$ cat src/ssf_pkg.sv
// Purpose: constants, register map and types for the system status flag bank
// Assumes: one 250 MHz clock, APB slave with 32-bit data
// Notes: all flags are gathered into bus registers at fixed word offsets
package ssf_pkg;
  // ==========================================================
  // register map, byte addresses
  localparam logic [11:0] SSF_OFF_STICKY = 12'h000;
  localparam logic [11:0] SSF_OFF_LIVE = 12'h004;
  localparam logic [11:0] SSF_OFF_CTRL = 12'h008;
  localparam logic [11:0] SSF_OFF_IRQ_STAT = 12'h00C;
  localparam logic [11:0] SSF_OFF_IRQ_MASK = 12'h010;
  localparam logic [11:0] SSF_OFF_CLK_W0 = 12'h014;
  localparam logic [11:0] SSF_OFF_CLK_W1 = 12'h018;
  localparam logic [11:0] SSF_OFF_CLK_W2 = 12'h01C;
  localparam logic [11:0] SSF_OFF_CLK_W3 = 12'h020;
  // ==========================================================
  // field positions
  localparam int SSF_B_DIAG = 0;
  localparam int SSF_B_SELF = 1;
  localparam int SSF_B_BLOW = 2;
  localparam int SSF_B_BWARN = 3;
  localparam int SSF_B_DROP = 4;
  localparam int SSF_B_FUSE = 5;
  localparam int SSF_NSTICKY = 6;
  localparam int SSF_CTRL_MERR = 0;
  localparam int SSF_CTRL_CREQ = 1;
  localparam int SSF_NCPU = 4;
  localparam logic [5:0] SSF_STICKY_RST = 6'h00;
  localparam logic [31:0] SSF_ZERO = 32'h0000_0000;
  // clock word legal ranges (bcd-free binary: month/day, hour/min, sec/dow)
  localparam logic [7:0] SSF_MON_MAX = 8'h0C;
  localparam logic [7:0] SSF_DAY_MAX = 8'h1F;
  localparam logic [7:0] SSF_HOUR_MAX = 8'h17;
  localparam logic [7:0] SSF_MIN_MAX = 8'h3B;
  localparam logic [7:0] SSF_SEC_MAX = 8'h3B;
  localparam logic [7:0] SSF_DOW_MAX = 8'h06;
  localparam logic [7:0] SSF_ONE = 8'h01;

  // condition inputs
  typedef struct packed {
    logic diag_err;
    logic self_diag_err;
    logic batt_below_2v5;
    logic batt_below_2v7;
    logic ac_dropout;
    logic fuse_blown_any;
  } ssf_cond_t;

  typedef struct packed {
    logic [15:0] w3;
    logic [15:0] w2;
    logic [15:0] w1;
    logic [15:0] w0;
  } ssf_clkw_t;
endpackage : ssf_pkg

$ cat src/ssf_sync.sv
// Purpose: two-flop synchroniser for asynchronous condition inputs
// Assumes: inputs are slow levels
// Notes: first stage is read only by second stage
`timescale 1ns/1ps
module ssf_sync
  import ssf_pkg::*;
#(
  parameter int W = 1
)
(
  input wire logic clk,
  input wire logic sys_rst,
  input wire logic [W-1:0] d,
  output logic [W-1:0] q
);
  logic [W-1:0] meta_reg;
  // ==========================================================
  // synchroniser chain
  always_ff @(posedge clk or posedge sys_rst)
  begin
    if (sys_rst)
    begin
      meta_reg <= '0;
      q <= '0;
    end
    else
    begin
      meta_reg <= d;
      q <= meta_reg;
    end
  end
endmodule : ssf_sync

$ cat src/ssf_clkchk.sv
// Purpose: validity check of stored clock data words w1 to w3; the year word w0 is not checked
// Assumes: w0 year, w1 month/day, w2 hour/minute, w3 second/weekday
// Notes: purely combinational, one bit out
`timescale 1ns/1ps
module ssf_clkchk
  import ssf_pkg::*;
(
  input wire ssf_clkw_t words,
  output logic bad
);
  // range test shared by all six checked fields
  function automatic logic out_of(input logic [7:0] v, input logic [7:0] lo,
                                  input logic [7:0] hi);
    out_of = (v < lo) || (v > hi);
  endfunction : out_of

  // ==========================================================
  // any field outside its legal range marks the set invalid
  always_comb
  begin
    bad = out_of(words.w1[15:8], SSF_ONE, SSF_MON_MAX)
       || out_of(words.w1[7:0], SSF_ONE, SSF_DAY_MAX)
       || out_of(words.w2[15:8], 8'h00, SSF_HOUR_MAX)
       || out_of(words.w2[7:0], 8'h00, SSF_MIN_MAX)
       || out_of(words.w3[15:8], 8'h00, SSF_SEC_MAX)
       || out_of(words.w3[7:0], 8'h00, SSF_DOW_MAX);
  end
endmodule : ssf_clkchk

$ cat src/ssf_bank.sv
// Purpose: system status flag bank with APB register access and interrupt
// Assumes: single clock, async active-high power-on reset
// Notes: only sys_rst clears the supply dropout latch
//
// Added by the designer: the APB interface to the registers and the register offsets.
`timescale 1ns/1ps
module ssf_bank
  import ssf_pkg::*;
#(
  parameter int NCPU = SSF_NCPU
)
(
  input wire logic clk,
  input wire logic sys_rst,
  input wire logic psel,
  input wire logic penable,
  input wire logic pwrite,
  input wire logic [11:0] paddr,
  input wire logic [31:0] pwdata,
  input wire logic [3:0] pstrb,
  output logic [31:0] prdata,
  output logic pready,
  output logic pslverr,
  input wire ssf_cond_t cond_in,
  input wire logic [NCPU-1:0] cpu_ready_in,
  input wire logic cpu1_reset_in,
  output logic diag_error_flag,
  output logic self_diag_error_flag,
  output logic batt_low_latch,
  output logic batt_low_live,
  output logic batt_warn_latch,
  output logic batt_warn_live,
  output logic supply_dropout_flag,
  output logic fuse_blown_flag,
  output logic clock_data_error_flag,
  output logic [NCPU-1:0] cpu_ready_flags,
  output logic cpu1_resetting_flag,
  output logic [NCPU-1:0] cpu_hold_reset,
  output logic irq
);
  ssf_cond_t cond_s;
  logic [NCPU-1:0] rdy_s;
  logic rst1_s;
  logic [SSF_NSTICKY-1:0] sticky_reg;
  logic [SSF_NSTICKY-1:0] sticky_next;
  logic [1:0] ctrl_reg;
  logic merr_d_reg;
  logic merr_fall;
  logic creq_pulse;
  logic clk_bad;
  logic clk_err_reg;
  logic live_lo_reg;
  logic live_warn_reg;
  logic [NCPU-1:0] rdy_reg;
  logic rst1_reg;
  ssf_clkw_t clkw_reg;
  logic [SSF_NSTICKY-1:0] irq_stat_reg;
  logic [SSF_NSTICKY-1:0] irq_mask_reg;
  logic [SSF_NSTICKY-1:0] sticky_rise;
  logic wr_en;
  logic rd_en;
  logic rd_setup;
  logic addr_ok;
  logic [31:0] rd_mux;
  logic [31:0] wmask;

  // ==========================================================
  // input synchronisers
  ssf_sync #(.W($bits(ssf_cond_t))) u_sync_cond
  (
    .clk(clk),
    .sys_rst(sys_rst),
    .d(cond_in),
    .q(cond_s)
  );

  ssf_sync #(.W(NCPU + 1)) u_sync_cpu
  (
    .clk(clk),
    .sys_rst(sys_rst),
    .d({cpu1_reset_in, cpu_ready_in}),
    .q({rst1_s, rdy_s})
  );

  // ==========================================================
  // apb decode; zero wait states
  assign pready = 1'b1;
  assign wr_en = psel && penable && pwrite;
  assign rd_en = psel && penable && !pwrite;
  assign rd_setup = psel && !penable && !pwrite;

  // byte lanes to bit mask
  always_comb
  begin
    wmask = {{8{pstrb[3]}}, {8{pstrb[2]}}, {8{pstrb[1]}}, {8{pstrb[0]}}};
  end

  always_comb
  begin
    addr_ok = 1'b1;
    rd_mux = SSF_ZERO;
    unique case (paddr)
      SSF_OFF_STICKY: rd_mux[SSF_NSTICKY-1:0] = sticky_reg;
      SSF_OFF_LIVE: rd_mux[NCPU+3:0] = {rst1_reg, rdy_reg, clk_err_reg, live_warn_reg,
                                        live_lo_reg};
      SSF_OFF_CTRL: rd_mux[1:0] = ctrl_reg;
      SSF_OFF_IRQ_STAT: rd_mux[SSF_NSTICKY-1:0] = irq_stat_reg;
      SSF_OFF_IRQ_MASK: rd_mux[SSF_NSTICKY-1:0] = irq_mask_reg;
      SSF_OFF_CLK_W0: rd_mux[15:0] = clkw_reg.w0;
      SSF_OFF_CLK_W1: rd_mux[15:0] = clkw_reg.w1;
      SSF_OFF_CLK_W2: rd_mux[15:0] = clkw_reg.w2;
      SSF_OFF_CLK_W3: rd_mux[15:0] = clkw_reg.w3;
      default: addr_ok = 1'b0;
    endcase
  end

  // unmapped addresses answer with an error, no side effect
  assign pslverr = psel && penable && !addr_ok;

  // read data captured in the setup cycle so it stands at the access edge
  always_ff @(posedge clk or posedge sys_rst)
  begin
    if (sys_rst)
      prdata <= SSF_ZERO;
    else if (rd_setup)
      prdata <= rd_mux;
  end

  // ==========================================================
  // control register: motion error flag and clock check request
  always_ff @(posedge clk or posedge sys_rst)
  begin
    if (sys_rst)
      ctrl_reg <= 2'b00;
    else if (wr_en && paddr == SSF_OFF_CTRL && pstrb[0])
    begin
      ctrl_reg[SSF_CTRL_MERR] <= pwdata[SSF_CTRL_MERR];
      ctrl_reg[SSF_CTRL_CREQ] <= 1'b0; // request bit self-clears
    end
    else
      ctrl_reg[SSF_CTRL_CREQ] <= 1'b0;
  end

  assign creq_pulse = wr_en && paddr == SSF_OFF_CTRL && pstrb[0] && pwdata[SSF_CTRL_CREQ];

  // falling edge of the motion error flag
  always_ff @(posedge clk or posedge sys_rst)
  begin
    if (sys_rst)
      merr_d_reg <= 1'b0;
    else
      merr_d_reg <= ctrl_reg[SSF_CTRL_MERR];
  end

  assign merr_fall = merr_d_reg && !ctrl_reg[SSF_CTRL_MERR];

  // ==========================================================
  // sticky latches; a new error wins over the clear in the same cycle
  always_comb
  begin
    sticky_next = sticky_reg;
    if (merr_fall)
    begin
      sticky_next[SSF_B_DIAG] = 1'b0;
      sticky_next[SSF_B_SELF] = 1'b0;
    end
    if (cond_s.diag_err)
      sticky_next[SSF_B_DIAG] = 1'b1;
    if (cond_s.self_diag_err)
      sticky_next[SSF_B_SELF] = 1'b1;
    if (cond_s.batt_below_2v5)
      sticky_next[SSF_B_BLOW] = 1'b1;
    if (cond_s.batt_below_2v7)
      sticky_next[SSF_B_BWARN] = 1'b1;
    if (cond_s.ac_dropout)
      sticky_next[SSF_B_DROP] = 1'b1;
    if (cond_s.fuse_blown_any)
      sticky_next[SSF_B_FUSE] = 1'b1;
  end

  // power-on reset returns all latches to zero; a motion error fall also clears the two diagnosis latches
  always_ff @(posedge clk or posedge sys_rst)
  begin
    if (sys_rst)
      sticky_reg <= SSF_STICKY_RST;
    else
      sticky_reg <= sticky_next;
  end

  // ==========================================================
  // live flags follow their conditions
  always_ff @(posedge clk or posedge sys_rst)
  begin
    if (sys_rst)
    begin
      live_lo_reg <= 1'b0;
      live_warn_reg <= 1'b0;
      rdy_reg <= '0;
      rst1_reg <= 1'b0;
    end
    else
    begin
      live_lo_reg <= cond_s.batt_below_2v5;
      live_warn_reg <= cond_s.batt_below_2v7;
      rdy_reg <= rdy_s;
      rst1_reg <= rst1_s;
    end
  end

  // ==========================================================
  // clock data words and check on request
  always_ff @(posedge clk or posedge sys_rst)
  begin
    if (sys_rst)
      clkw_reg <= '0;
    else if (wr_en)
    begin
      if (paddr == SSF_OFF_CLK_W0)
        clkw_reg.w0 <= (clkw_reg.w0 & ~wmask[15:0]) | (pwdata[15:0] & wmask[15:0]);
      if (paddr == SSF_OFF_CLK_W1)
        clkw_reg.w1 <= (clkw_reg.w1 & ~wmask[15:0]) | (pwdata[15:0] & wmask[15:0]);
      if (paddr == SSF_OFF_CLK_W2)
        clkw_reg.w2 <= (clkw_reg.w2 & ~wmask[15:0]) | (pwdata[15:0] & wmask[15:0]);
      if (paddr == SSF_OFF_CLK_W3)
        clkw_reg.w3 <= (clkw_reg.w3 & ~wmask[15:0]) | (pwdata[15:0] & wmask[15:0]);
    end
  end

  ssf_clkchk u_clkchk
  (
    .words(clkw_reg),
    .bad(clk_bad)
  );

  // flag only changes when a request arrives
  always_ff @(posedge clk or posedge sys_rst)
  begin
    if (sys_rst)
      clk_err_reg <= 1'b0;
    else if (creq_pulse)
      clk_err_reg <= clk_bad;
  end

  // ==========================================================
  // interrupt: sticky-latch rises set status, read of status clears
  assign sticky_rise = sticky_next & ~sticky_reg;

  always_ff @(posedge clk or posedge sys_rst)
  begin
    if (sys_rst)
      irq_stat_reg <= '0;
    else if (rd_en && paddr == SSF_OFF_IRQ_STAT)
      // only bits already reported clear; a late event is not lost
      irq_stat_reg <= (irq_stat_reg & ~prdata[SSF_NSTICKY-1:0]) | sticky_rise;
    else
      irq_stat_reg <= irq_stat_reg | sticky_rise;
  end

  always_ff @(posedge clk or posedge sys_rst)
  begin
    if (sys_rst)
      irq_mask_reg <= '0;
    else if (wr_en && paddr == SSF_OFF_IRQ_MASK && pstrb[0])
      irq_mask_reg <= pwdata[SSF_NSTICKY-1:0];
  end

  assign irq = |(irq_stat_reg & irq_mask_reg);

  // ==========================================================
  // outputs
  assign diag_error_flag = sticky_reg[SSF_B_DIAG];
  assign self_diag_error_flag = sticky_reg[SSF_B_SELF];
  assign batt_low_latch = sticky_reg[SSF_B_BLOW];
  assign batt_warn_latch = sticky_reg[SSF_B_BWARN];
  assign supply_dropout_flag = sticky_reg[SSF_B_DROP];
  assign fuse_blown_flag = sticky_reg[SSF_B_FUSE];
  assign batt_low_live = live_lo_reg;
  assign batt_warn_live = live_warn_reg;
  assign clock_data_error_flag = clk_err_reg;
  assign cpu_ready_flags = rdy_reg;
  assign cpu1_resetting_flag = rst1_reg;
  // cpu one is itself reset externally; the others are held from here
  assign cpu_hold_reset = {{(NCPU-1){rst1_reg}}, 1'b0};

  // ==========================================================
  // checks
  diag_keep_a: assert property (@(posedge clk) disable iff (sys_rst)
    diag_error_flag && !merr_fall |=> diag_error_flag)
    else $error("diagnosis flag dropped without clear");
  diag_set_a: assert property (@(posedge clk) disable iff (sys_rst)
    cond_s.diag_err |=> diag_error_flag)
    else $error("diagnosis flag not set");
  self_set_a: assert property (@(posedge clk) disable iff (sys_rst)
    cond_s.self_diag_err |=> self_diag_error_flag)
    else $error("self diagnosis flag not set");
  merr_clear_a: assert property (@(posedge clk) disable iff (sys_rst)
    merr_fall && !cond_s.diag_err && !cond_s.self_diag_err
    |=> !diag_error_flag && !self_diag_error_flag)
    else $error("motion error fall did not clear");
  blow_set_a: assert property (@(posedge clk) disable iff (sys_rst)
    cond_s.batt_below_2v5 |=> batt_low_latch && batt_low_live)
    else $error("battery low not set");
  blow_live_a: assert property (@(posedge clk) disable iff (sys_rst)
    !cond_s.batt_below_2v5 |=> !batt_low_live)
    else $error("live battery low stuck");
  warn_live_a: assert property (@(posedge clk) disable iff (sys_rst)
    $fell(cond_s.batt_below_2v7) |=> !batt_warn_live && batt_warn_latch)
    else $error("battery warn flags wrong");
  warn_follow_a: assert property (@(posedge clk) disable iff (sys_rst)
    cond_s.batt_below_2v7 |=> batt_warn_live)
    else $error("live battery warn missing");
  drop_keep_a: assert property (@(posedge clk) disable iff (sys_rst)
    supply_dropout_flag |=> supply_dropout_flag)
    else $error("dropout flag cleared");
  fuse_set_a: assert property (@(posedge clk) disable iff (sys_rst)
    cond_s.fuse_blown_any |=> fuse_blown_flag [*2])
    else $error("fuse flag not held");
  clk_chk_a: assert property (@(posedge clk) disable iff (sys_rst)
    creq_pulse |=> clock_data_error_flag == $past(clk_bad))
    else $error("clock check result wrong");
  clk_hold_a: assert property (@(posedge clk) disable iff (sys_rst)
    !creq_pulse |=> $stable(clock_data_error_flag))
    else $error("clock flag moved without request");
  rdy_a: assert property (@(posedge clk) disable iff (sys_rst)
    1'b1 |=> cpu_ready_flags == $past(rdy_s))
    else $error("ready flags lag");
  rst1_a: assert property (@(posedge clk) disable iff (sys_rst)
    rst1_s |=> cpu1_resetting_flag && (&cpu_hold_reset[NCPU-1:1]))
    else $error("cpu one reset not reflected");
  hold_a: assert property (@(posedge clk) disable iff (sys_rst)
    !cpu1_resetting_flag |-> cpu_hold_reset == '0)
    else $error("other cpus held without cause");
  irq_set_a: assert property (@(posedge clk) disable iff (sys_rst)
    sticky_rise != '0 |=> (irq_stat_reg & $past(sticky_rise)) == $past(sticky_rise))
    else $error("latch event missing from irq status");

  diag_clear_c: cover property (@(posedge clk) disable iff (sys_rst)
    diag_error_flag ##1 merr_fall ##1 !diag_error_flag);
  batt_recover_c: cover property (@(posedge clk) disable iff (sys_rst)
    batt_low_live ##[1:20] !batt_low_live && batt_low_latch);
  clk_err_c: cover property (@(posedge clk) disable iff (sys_rst)
    creq_pulse && clk_bad);
  irq_c: cover property (@(posedge clk) disable iff (sys_rst) $rose(irq));
endmodule : ssf_bank

$ cat config.mk
export PLATFORM = sky130hd
export DESIGN_NAME = ssf_bank
export DESIGN_NICKNAME = d
export VERILOG_FILES = /design/src/ssf_pkg.sv /design/src/ssf_sync.sv /design/src/ssf_clkchk.sv /design/src/ssf_bank.sv
export SDC_FILE = /design/constraint.sdc
export NUM_CORES = 1
export LEC_CHECK = 0
export ABC_CLOCK_PERIOD_IN_PS = 6800
export BUFFER_PORTS_ARGS = -buffer_cell sky130_fd_sc_hd__buf_2
export CAP_MARGIN = 10
export CORE_MARGIN = 3
export CORE_UTILIZATION = 45
export CTS_BUF_LIST = sky130_fd_sc_hd__clkbuf_16
export CTS_CLUSTER_SIZE = 14
export DETAILED_ROUTE_END_ITERATION = 10
export PLACE_DENSITY = 0.67
export SLEW_MARGIN = 15
export SYNTH_ARGS = -nofsm -noshare
export SYNTH_HDL_FRONTEND = slang
export SYNTH_SLANG_ARGS = --single-unit
export TNS_END_PERCENT = 20
$ cat constraint.sdc
create_clock -name clk -period 6.8 [get_ports clk]
set_input_delay 0.68 -clock clk [delete_from_list [all_inputs] [get_ports clk]]
set_output_delay 0.68 -clock clk [all_outputs]
set_load 0.05 [all_outputs]
==> flow_summary_export.csv, run 1 <==
group,metric,value,unit
die,start_util,0.471,
logic_synthesis,yosys.area.top_type_share,0.564,
route,drtPass1Iterations,5,
global_route,grt_pass1_wl,22200,um
placement,io_buffers,80,
timing,fin_worst_skew,0.00831,ns
logic_synthesis,synth_cell_types,53,
worst_setup_path,path_cells,"buf_2 > nor2_1 > and4_1 > nor3b_4 > mux2_2",
power_and_ir_drop,comb_power_share,0.060,
clocking,path_clk_slew,0.06,ns
timing,tightest_slew,0.954,ns
clocking,cts_resized,0,
timing,max_freq,315,MHz
die,fp.dieH,119,um
logic_synthesis,yosysTopAreaCell,"dfrtp_1",
route,drc,0,
global_route,antenna_found_initial,0,
die,dieArea,14200,um^2
logic_synthesis,syn_area,5770,um^2
placement,placed_cell_area,6210,um^2
clocking,htreeDepth,4,
logic_synthesis,synth_area_leaders,"dfrtp_1 56%, mux2_2 14%, buf_4 2.9%",
logic_synthesis,synth_edf_count,0,
worst_setup_path,critPathLaunchType,"input pin",
die,io_pins,117,
global_route,grt-ovfl-total,0,
placement,place_ws,3.25,ns
placement,hpwl,9570,um
cells_and_area,finalInstanceArea,6790,um^2
route,wl,13900,um
power_and_ir_drop,power_density,265,nW/um^2
die,rows,40,
logic_synthesis,ys_seq_elements,130,
cells_and_area,final_common_cell,"dfrtp_1",
cells_and_area,final_cell_mix,"130 x dfrtp_1, 80 x buf_2, 72 x mux2_2, 23 x nand2_1, 18 x conb_1",
route,viasPerCell,5.63,
logic_synthesis,synth_top_flop_cell,"dfrtp_1",
placement,dp.cells,672,
min_path,min_path_type,"register to register",
worst_setup_path,worstPathRequired,7.10,ns
power_and_ir_drop,leakagePower,3.35,nW
clocking,cts.hold.buffers_added,0,
route,wire_per_inst,19.8,um
power_and_ir_drop,switchingPower,448,uW
global_route,grt_pass1_vias,4040,
worst_setup_path,cp_top_family,"simple AND/OR/NAND/NOR gates",
power_and_ir_drop,irDropWorstVdd,0.203,mV
cells_and_area,drive_above_1_share,0.392,
timing,setup_viol,0,
clocking,clk_latency,0.42,ns
logic_synthesis,yosys_warnings,0,
power_and_ir_drop,seq_power_share,0.441,
timing,totalNegativeSetupSlack,0,ns
cells_and_area,fillers,1064,
clocking,cts_max_path_buffers,2,
clocking,cts_root_buf,"clkbuf_16",
status,status,"completed",
cells_and_area,diodes,0,
placement,gp_congestion,0.866,
logic_synthesis,synth_async_sr_flop_share,1.00,
clocking,cts.sinks,130,
power_and_ir_drop,p_int,1.35,mW
clocking,cts_tree,"yes",
route,vias,3967,
timing,min_period_over_period,0.466,
die,die_width,119,um
worst_setup_path,worst_setup_path_end_kind,"register",
die,coreArea,12300,um^2
timing,final_hold_viol_count,0,
worst_setup_path,crit_buf_inv,1,
timing,rsz0062_at_grt,"false",
global_route,gr-usage-all-layers,0.205,
worst_setup_path,worstSetupPathType,"input pin to register",
power_and_ir_drop,pwr-share-clk,0.499,
logic_synthesis,syn_inst,446,
worst_setup_path,worstPathArrival,3.47,ns
logic_synthesis,synth_area_per_cell,12.9,um^2
cells_and_area,synthToLayoutAreaGrowth,17.6,%
clocking,cts_setup_buffers,0,
worst_setup_path,critPathMaxStageDelay,0.86,ns
cells_and_area,finalNonFillerCells,704,
timing,maxSlewHeadroom,0.359,
timing,final.min_clock_period,3.17,ns
route,drt_iter0_drc,387,
global_route,grt_max_degree,72,
route,ant_nets,0,
worst_setup_path,crit_path_max_fanout,25,
logic_synthesis,yosysSeqAreaShare,0.564,
clocking,cts_buffers,17,
worst_setup_path,slowest_stage,"and4_1",
run,max_cap_violations,0,
cells_and_area,final_nets,587,
power_and_ir_drop,power.share.switching,0.249,
timing,final-max-slew-violation-count,0,
power_and_ir_drop,total_power,1.80,mW
timing,layout_setup_ws,3.63,ns
power groups by stage:
stage	sequential, mW	clock (mW)	combinational [mW]
final	0.793	0.897	0.108
after global routing	0.794	0.947	0.117
after CTS	0.793	0.907	0.109
after detailed placement	0.807	0	0.109
after global placement	0.807	0	0.107
after floorplan	0.812	0	0.0747
routing by layer:
layer  up-vias  GRT usage  share of wire
met2       167      0.303           0.46
met1      2009      0.285           0.44
li1       1770          -              -
met3        21     0.0655          0.077
met5         -          0              0
met4         0     0.0746          0.018
cell usage after synthesis (all sizes together), types with 5 or more instances:
library cell  number
a21oi              9
a221o              8
a22o               8
a22oi             11
and3               5
buf               33
clkbuf             7
dfrtp            130
inv                9
mux2              80
mux2i              8
nand2             23
nand3             10
nand4              6
nor2              19
nor3               6
nor4               8
o21ai             11
final timing paths:
| check | startpoint | to | slack, ns | cells past startpoint |
|---|---|---|---|---|
| worst max-delay path | paddr[2] | register | 3.63 | 5 |
| max in group asynchronous | sys_rst | sticky_reg[1] | 5.08 | 3 |
| min in group asynchronous | sys_rst | u_sync_cpu.meta_reg[4] | 0.37 | 2 |
| worst max register to register | register | clock_data_error_flag | 5.02 | 5 |
| worst min register to register | u_sync_cpu.meta_reg[2] | u_sync_cpu.q[2] | 0.35 | 0 |
| worst min-delay path | u_sync_cpu.meta_reg[2] | u_sync_cpu.q[2] | 0.35 | 0 |
cell families after synthesis:
family                 count (synthesis)  share of synthesized area
buffers and inverters                 49                     0.0492
multiplexers                          90                      0.183
other                                  2                    0.00130
flip-flops                           130                      0.564
AND/OR/NAND/NOR                      100                      0.104
AO/OA/AOI/OAI                         75                     0.0982
worst reg2reg max path: stages (launching register included):
cell     delay, ns
dfrtp_1       0.41
or4_1         0.57
a21oi_1       0.22
o21ai_0       0.12
nor3_1        0.22
a31oi_1       0.10
layout make-up:
type | instances | area [um^2] | share of cell area
inverter | 9 | 36.3 | 0.00535
clock buffer | 17 | 425 | 0.0627
sequential | 130 | 3250 | 0.479
timing repair buffer | 82 | 415 | 0.0612
tap | 168 | 210 | 0.0310
clock inverter | 15 | 154 | 0.0227
multi-input combinational | 283 | 2290 | 0.338
metrics by stage:
stage          hold slack [ns]   util
5_1_grt                  0.341  0.553
4_1_cts                  0.349  0.553
3_3_place_gp             0.332  0.506
6_report                 0.346  0.553
2_1_floorplan            0.331      -
3_5_place_dp             0.336  0.506
Power figures use the tool's default switching activity.
==> run 2: changes to the inputs <==
--- a/config.mk
+++ b/config.mk
@@ -5,7 +5,8 @@
 export SDC_FILE = /design/constraint.sdc
 export NUM_CORES = 1
 export LEC_CHECK = 0
-export ABC_CLOCK_PERIOD_IN_PS = 6800
+export ABC_AREA = 1
+export ABC_CLOCK_PERIOD_IN_PS = 2800
 export BUFFER_PORTS_ARGS = -buffer_cell sky130_fd_sc_hd__buf_2
 export CAP_MARGIN = 10
 export CORE_MARGIN = 3
@@ -13,7 +14,7 @@
 export CTS_BUF_LIST = sky130_fd_sc_hd__clkbuf_16
 export CTS_CLUSTER_SIZE = 14
 export DETAILED_ROUTE_END_ITERATION = 10
-export PLACE_DENSITY = 0.67
+export PLACE_DENSITY = 0.7
 export SLEW_MARGIN = 15
 export SYNTH_ARGS = -nofsm -noshare
 export SYNTH_HDL_FRONTEND = slang
==> constraint.sdc (replaced) <==
create_clock -name clk -period 2.8 [get_ports clk]
set_input_delay 0.28 -clock clk [delete_from_list [all_inputs] [get_ports clk]]
set_output_delay 0.28 -clock clk [all_outputs]
set_load 0.05 [all_outputs]
==> run 2 against run 1 <==
Compared with the run above: clock power rose by 150%; sequential share of layout area is 3.1 points lower; non-clock buffer count up 17; die area is 4.7% higher; critical path depth is 1 lower; flip-flop and latch count unchanged; critical path type is now register to primary output; combinational power rose to 2.6 times the previous value; synthesized cell count rose by 65%.
==> flow_summary_export.csv, run 2 <==
group,metric,value,unit
global_route,grt_max_degree,44,
logic_synthesis,synth_cell_types,31,
clocking,cts_resized,0,
cells_and_area,drive_above_1_share,0.184,
worst_setup_path,crit_path_max_fanout,3,
worst_setup_path,slowest_stage,"dfrtp_1",
route,vias,5053,
die,rows,41,
clocking,htreeDepth,4,
die,die_width,122,um
power_and_ir_drop,irDropWorstVdd,0.421,mV
worst_setup_path,path_cells,"a22o_1 > a221oi_1 > nand3_1 > buf_2",
power_and_ir_drop,total_power,4.40,mW
logic_synthesis,synth_async_sr_flop_share,1.00,
global_route,grt-ovfl-total,0,
logic_synthesis,ys_seq_elements,130,
timing,maxSlewHeadroom,0.522,
clocking,cts_max_path_buffers,2,
logic_synthesis,syn_inst,738,
cells_and_area,finalNonFillerCells,1018,
global_route,grt_pass1_vias,4740,
logic_synthesis,syn_area,6050,um^2
route,drt_iter0_drc,499,
clocking,cts_root_buf,"clkbuf_16",
die,fp.dieH,122,um
worst_setup_path,worst_setup_path_end_kind,"primary output",
clocking,cts_tree,"yes",
cells_and_area,seq_area,3250,um^2
logic_synthesis,yosysTopAreaCell,"dfrtp_1",
logic_synthesis,yosysMostFrequentCell,"nand2_1",
placement,io_buffers,80,
logic_synthesis,synth_edf_count,0,
cells_and_area,diodes,0,
cells_and_area,final_cell_mix,"168 x nand2_1, 130 x dfrtp_1, 114 x inv_1, 82 x o21ai_1, 80 x buf_2",
placement,dp.cells,974,
placement,hpwl,10500,um
min_path,min_path_type,"input pin to register",
cells_and_area,final_nets,897,
placement,gp_congestion,0.883,
route,drc,0,
timing,setup_viol,0,
logic_synthesis,synth.top_cells.by_count,"168 x nand2_1, 130 x dfrtp_1, 115 x inv_1",
timing,final.min_clock_period,2.06,ns
clocking,path_clk_slew,0.06,ns
die,start_util,0.470,
route,drtPass1Iterations,5,
cells_and_area,final_common_cell,"nand2_1",
die,io_pins,117,
logic_synthesis,synth_top_flop_cell,"dfrtp_1",
global_route,gr-usage-met3,0.0520,
status,status,"completed",
clocking,cts_buffers,17,
logic_synthesis,yosysSeqAreaShare,0.537,
timing,final_hold_viol_count,0,
logic_synthesis,yosys.area.top_type_share,0.537,
timing,rsz0062_at_grt,"false",
clocking,cts.sinks,130,
global_route,antenna_found_initial,0,
timing,max_freq,485,MHz
power_and_ir_drop,power_density,605,nW/um^2
clocking,cts_setup_buffers,0,
cells_and_area,postLayoutCoreUtil,0.564,
timing,final-max-slew-violation-count,0,
worst_setup_path,worstPathRequired,2.52,ns
die,dieArea,14900,um^2
global_route,gr-usage-all-layers,0.209,
worst_setup_path,worstPathArrival,1.78,ns
logic_synthesis,synth_area_leaders,"dfrtp_1 54%, nand2_1 10%, inv_1 7.1%",
cells_and_area,synthToLayoutAreaGrowth,19.9,%
timing,min_period_over_period,0.737,
global_route,grt_util_met1,0.284,
logic_synthesis,yosys_warnings,0,
run,max_cap_violations,0,
die,coreArea,12900,um^2
timing,fin_worst_skew,0.00925,ns
global_route,gr-max-usage-layer,"met2",
global_route,grt_pass1_wl,23800,um
worst_setup_path,cp_top_family,"compound AO/OA/AOI/OAI gates",
timing,totalNegativeSetupSlack,0,ns
route,viasPerCell,4.96,
clocking,clk_latency,0.42,ns
logic_synthesis,synth_area_per_cell,8.20,um^2
cells_and_area,fillers,1173,
global_route,met2_usage,0.329,
route,ant_nets,0,
worst_setup_path,critPathLaunchType,"register",
worst_setup_path,worstSetupPathType,"register to primary output",
route,wire_per_inst,14.5,um
worst_setup_path,crit_buf_inv,1,
power_and_ir_drop,leakagePower,3.61,nW
timing,tightest_slew,0.715,ns
route,wl,14700,um
worst_setup_path,critPathMaxStageDelay,0.41,ns
cells_and_area,multi_input_area,2130,um^2
==> run 2: cell count changes after synthesis, sizes merged, moves of 11 or more <==
cell | previous run | this run
a22oi | 11 | 0
mux2 | 80 | 0
nand2 | 23 | 178
o21ai | 11 | 121
inv | 9 | 124
nor2 | 19 | 49
nand3 | 10 | 67
==> run 2: routing by layer <==
layer,wire length [um],vias to the layer above,share of wire
met5,0,-,0
met1,6730,2375,0.46
met2,6890,180,0.47
met4,213,0,0.014
li1,-,2479,-
met3,902,19,0.061
==> run 2: final cells by class <==
type	count	area share
Clock inverter	15	0.0231
Inverter	125	0.0653
Timing Repair Buffer	99	0.0824
Multi-Input combinational cell	460	0.293
Sequential cell	130	0.448
Clock buffer	17	0.0586
Tap cell	172	0.0296
==> run 2: cell families after synthesis <==
group	share of synthesized area
flops	0.537
other cells	0.00124
compound gates	0.111
simple gates	0.230
buf+inv	0.121
==> run 2: final timing paths <==
| path | start | end | slack, ns | depth (start not counted) |
|---|---|---|---|---|
| worst max-delay path | irq_stat_reg[2] | irq | 0.74 | 4 |
| worst min-delay path | pwdata[6] | register | 0.1 | 3 |
| worst max register to register | register | clock_data_error_flag | 1.37 | 8 |
| worst min register to register | u_sync_cond.meta_reg[4] | u_sync_cond.q[4] | 0.35 | 0 |
| max in group asynchronous | sys_rst | async pin | 1.61 | 4 |
| min in group asynchronous | sys_rst | prdata[6] | 0.53 | 3 |
==> run 2: worst reg2reg max path, stage by stage (launching register included) <==
cell	delay (ns)
dfrtp_1	0.40
nor2_1	0.15
nand3_1	0.10
a21oi_1	0.15
nand2_1	0.08
a21oi_1	0.17
nand2_1	0.11
nor2_1	0.11
nor2_1	0.05
==> run 2: where the power goes <==
group / switching (mW) / internal [mW]
clock network: 0.810 / 1.39
registers: 0.0126 / 1.91
logic: 0.213 / 0.0666
==> run 2: what timing repair did <==
action                                  CTS  global route
endpoints found under the setup margin    0             0
hold buffers                             12             0
endpoints found under the hold margin    34             0
==> run 2: per-stage QoR <==
stage | setup WS, ns | area, um^2 | hold WS [ns]
5_1_grt | 0.686 | 7260 | 0.103
3_5_place_dp | 0.870 | 6550 | 0.335
3_3_place_gp | 0.891 | 6550 | 0.332
2_1_floorplan | 0.572 | 6120 | 0.311
4_1_cts | 0.782 | 7260 | 0.0925
6_report | 0.736 | 7260 | 0.0968
==> run 3: changes to the inputs <==
--- a/config.mk
+++ b/config.mk
@@ -6,7 +6,7 @@
 export NUM_CORES = 1
 export LEC_CHECK = 0
 export ABC_AREA = 1
-export ABC_CLOCK_PERIOD_IN_PS = 2800
+export ABC_CLOCK_PERIOD_IN_PS = 2080
 export BUFFER_PORTS_ARGS = -buffer_cell sky130_fd_sc_hd__buf_2
 export CAP_MARGIN = 10
 export CORE_MARGIN = 3
@@ -14,7 +14,7 @@
 export CTS_BUF_LIST = sky130_fd_sc_hd__clkbuf_16
 export CTS_CLUSTER_SIZE = 14
 export DETAILED_ROUTE_END_ITERATION = 10
-export PLACE_DENSITY = 0.7
+export PLACE_DENSITY = 0.67
 export SLEW_MARGIN = 15
 export SYNTH_ARGS = -nofsm -noshare
 export SYNTH_HDL_FRONTEND = slang
==> constraint.sdc (replaced) <==
create_clock -name clk -period 2.08 [get_ports clk]
set_input_delay 0.208 -clock clk [delete_from_list [all_inputs] [get_ports clk]]
set_output_delay 0.208 -clock clk [all_outputs]
set_load 0.05 [all_outputs]
==> run 3 against run 2 <==
Compared with the run above: count of clock-buffer cells in the layout stayed put; worst setup slack worse by 0.55 ns; power is 27% higher; flip-flop and latch count stayed put; worst hold slack worse by 0.080 ns; routed wire length is 4.7% higher; clock power is 19% higher; highest routed layer unchanged.
==> flow_summary_export.csv, run 3 (synthesized netlist as in run 2, its figures left out) <==
group,metric,value,unit
power_and_ir_drop,seq_power_share,0.462,
power_and_ir_drop,switchingPower,1.35,mW
timing,setup_viol,0,
die,io_pins,117,
cells_and_area,final_common_cell,"nand2_1",
die,rows,41,
timing,rsz0062_at_grt,"false",
worst_setup_path,worstSetupPathType,"register to primary output",
clocking,cts_root_buf,"clkbuf_16",
worst_setup_path,worstRegToRegCells,8,
die,dieArea,14900,um^2
worst_setup_path,worst_setup_path_end_kind,"primary output",
global_route,gr-usage-met3,0.0487,
placement,place_ws,0.309,ns
placement,hpwl,11100,um
global_route,grt_pass1_vias,5023,
cells_and_area,drive_above_1_share,0.185,
route,drc,0,
route,drtPass1Iterations,5,
placement,gp_congestion,0.864,
global_route,grt_util_met1,0.304,
power_and_ir_drop,p_int,4.24,mW
placement,io_buffers,80,
cells_and_area,fillers,1210,
route,wl,15400,um
global_route,antenna_found_initial,0,
timing,maxSlewHeadroom,0.612,
clocking,cts.sinks,130,
global_route,gr-usage-all-layers,0.223,
clocking,cts_setup_buffers,0,
worst_setup_path,crit_path_max_fanout,3,
power_and_ir_drop,power.share.switching,0.242,
clocking,clk_latency,0.42,ns
timing,tightest_slew,0.581,ns
route,vias,5085,
cells_and_area,finalInstanceArea,7230,um^2
cells_and_area,synthToLayoutAreaGrowth,19.5,%
placement,dp.cells,981,
clocking,cts_tree,"yes",
worst_setup_path,worstPathArrival,1.69,ns
timing,totalNegativeSetupSlack,0,ns
timing,min_period_over_period,0.910,
timing,final_hold_viol_count,0,
placement,placed_cell_area,6600,um^2
cells_and_area,final_cell_mix,"168 x nand2_1, 130 x dfrtp_1, 117 x inv_1, 82 x o21ai_1, 80 x buf_2",
clocking,htreeDepth,4,
power_and_ir_drop,power_density,773,nW/um^2
clocking,cts_max_path_buffers,2,
worst_setup_path,r2r_slack,0.70,ns
timing,timing.hold.ws,0.0171,ns
cells_and_area,final_nets,904,
die,start_util,0.470,
global_route,gr-max-usage-layer,"met2",
worst_setup_path,critPathLaunchType,"register",
route,ant_nets,0,
cells_and_area,postLayoutCoreUtil,0.562,
power_and_ir_drop,pwr-share-clk,0.469,
global_route,grt-ovfl-total,0,
timing,final.min_clock_period,1.89,ns
cells_and_area,diodes,0,
min_path,min_path_type,"input pin to register",
die,coreArea,12900,um^2
die,die_width,122,um
global_route,grt_max_degree,59,
timing,fin_worst_skew,0.00543,ns
worst_setup_path,worstPathRequired,1.87,ns
run,max_cap_violations,0,
power_and_ir_drop,irDropWorstVdd,0.534,mV
global_route,grt_pass1_wl,25200,um
power_and_ir_drop,total_power,5.59,mW
status,status,"completed",
clocking,path_clk_slew,0.05,ns
route,drt_iter0_drc,431,
route,wire_per_inst,15.1,um
die,fp.dieH,122,um
timing,max_freq,528,MHz
timing,final-max-slew-violation-count,0,
route,viasPerCell,4.98,
power_and_ir_drop,comb_power_share,0.069,
timing,layout_setup_ws,0.186,ns
clocking,cts_buffers,17,
global_route,met2_usage,0.344,
min_path,whs_path_depth,3,
cells_and_area,finalNonFillerCells,1022,
power_and_ir_drop,leakagePower,3.63,nW
[run 3: critical path, cell delays in order (launching register included)]
cell      delay, ns
dfrtp_1        0.40
a22o_1         0.27
a221oi_2       0.21
nand3_1        0.14
buf_2          0.24
[run 3: area by class of cell]
type / count / area [um^2] / share of cell area
timing repair buffer: 106 / 651 / 0.0899
multi-input combinational: 460 / 2130 / 0.295
clock inverter: 12 / 80.1 / 0.0111
sequential: 130 / 3250 / 0.450
inverter: 125 / 474 / 0.0656
tap: 172 / 215 / 0.0298
clock buffer: 17 / 425 / 0.0588
[run 3: per-layer routing]
metal,share of wire,up-vias
met1,0.46,2410
met3,0.066,21
li1,-,2481
met5,0,-
met2,0.46,173
met4,0.023,0
[run 3: worst paths after layout]
check	from	end
max	irq_stat_reg[2]	irq
min	pwdata[8]	register
max reg2reg	register	clock_data_error_flag
min reg2reg	u_sync_cpu.q[3]	cpu_ready_flags[3]
max in group asynchronous	sys_rst	prdata[8]
min in group asynchronous	sys_rst	async pin
[run 3: power by group through the flow]
stage               clock network, mW  logic [mW]  registers [mW]
CTS                              2.65       0.386            2.58
global placement                    0       0.363            2.63
finish                           2.62       0.385            2.58
global route                     2.77       0.416            2.59
detailed placement                  0       0.368            2.63
floorplan                           0       0.219            2.67
[run 3: what timing repair did]
| item | 4_1_cts | 5_1_grt |
|---|---|---|
| hold endpoints to repair | 27 | 0 |
| resized for setup | 0 | 1 |
| hold buffers | 12 | 0 |
| setup endpoints to repair | 0 | 1 |
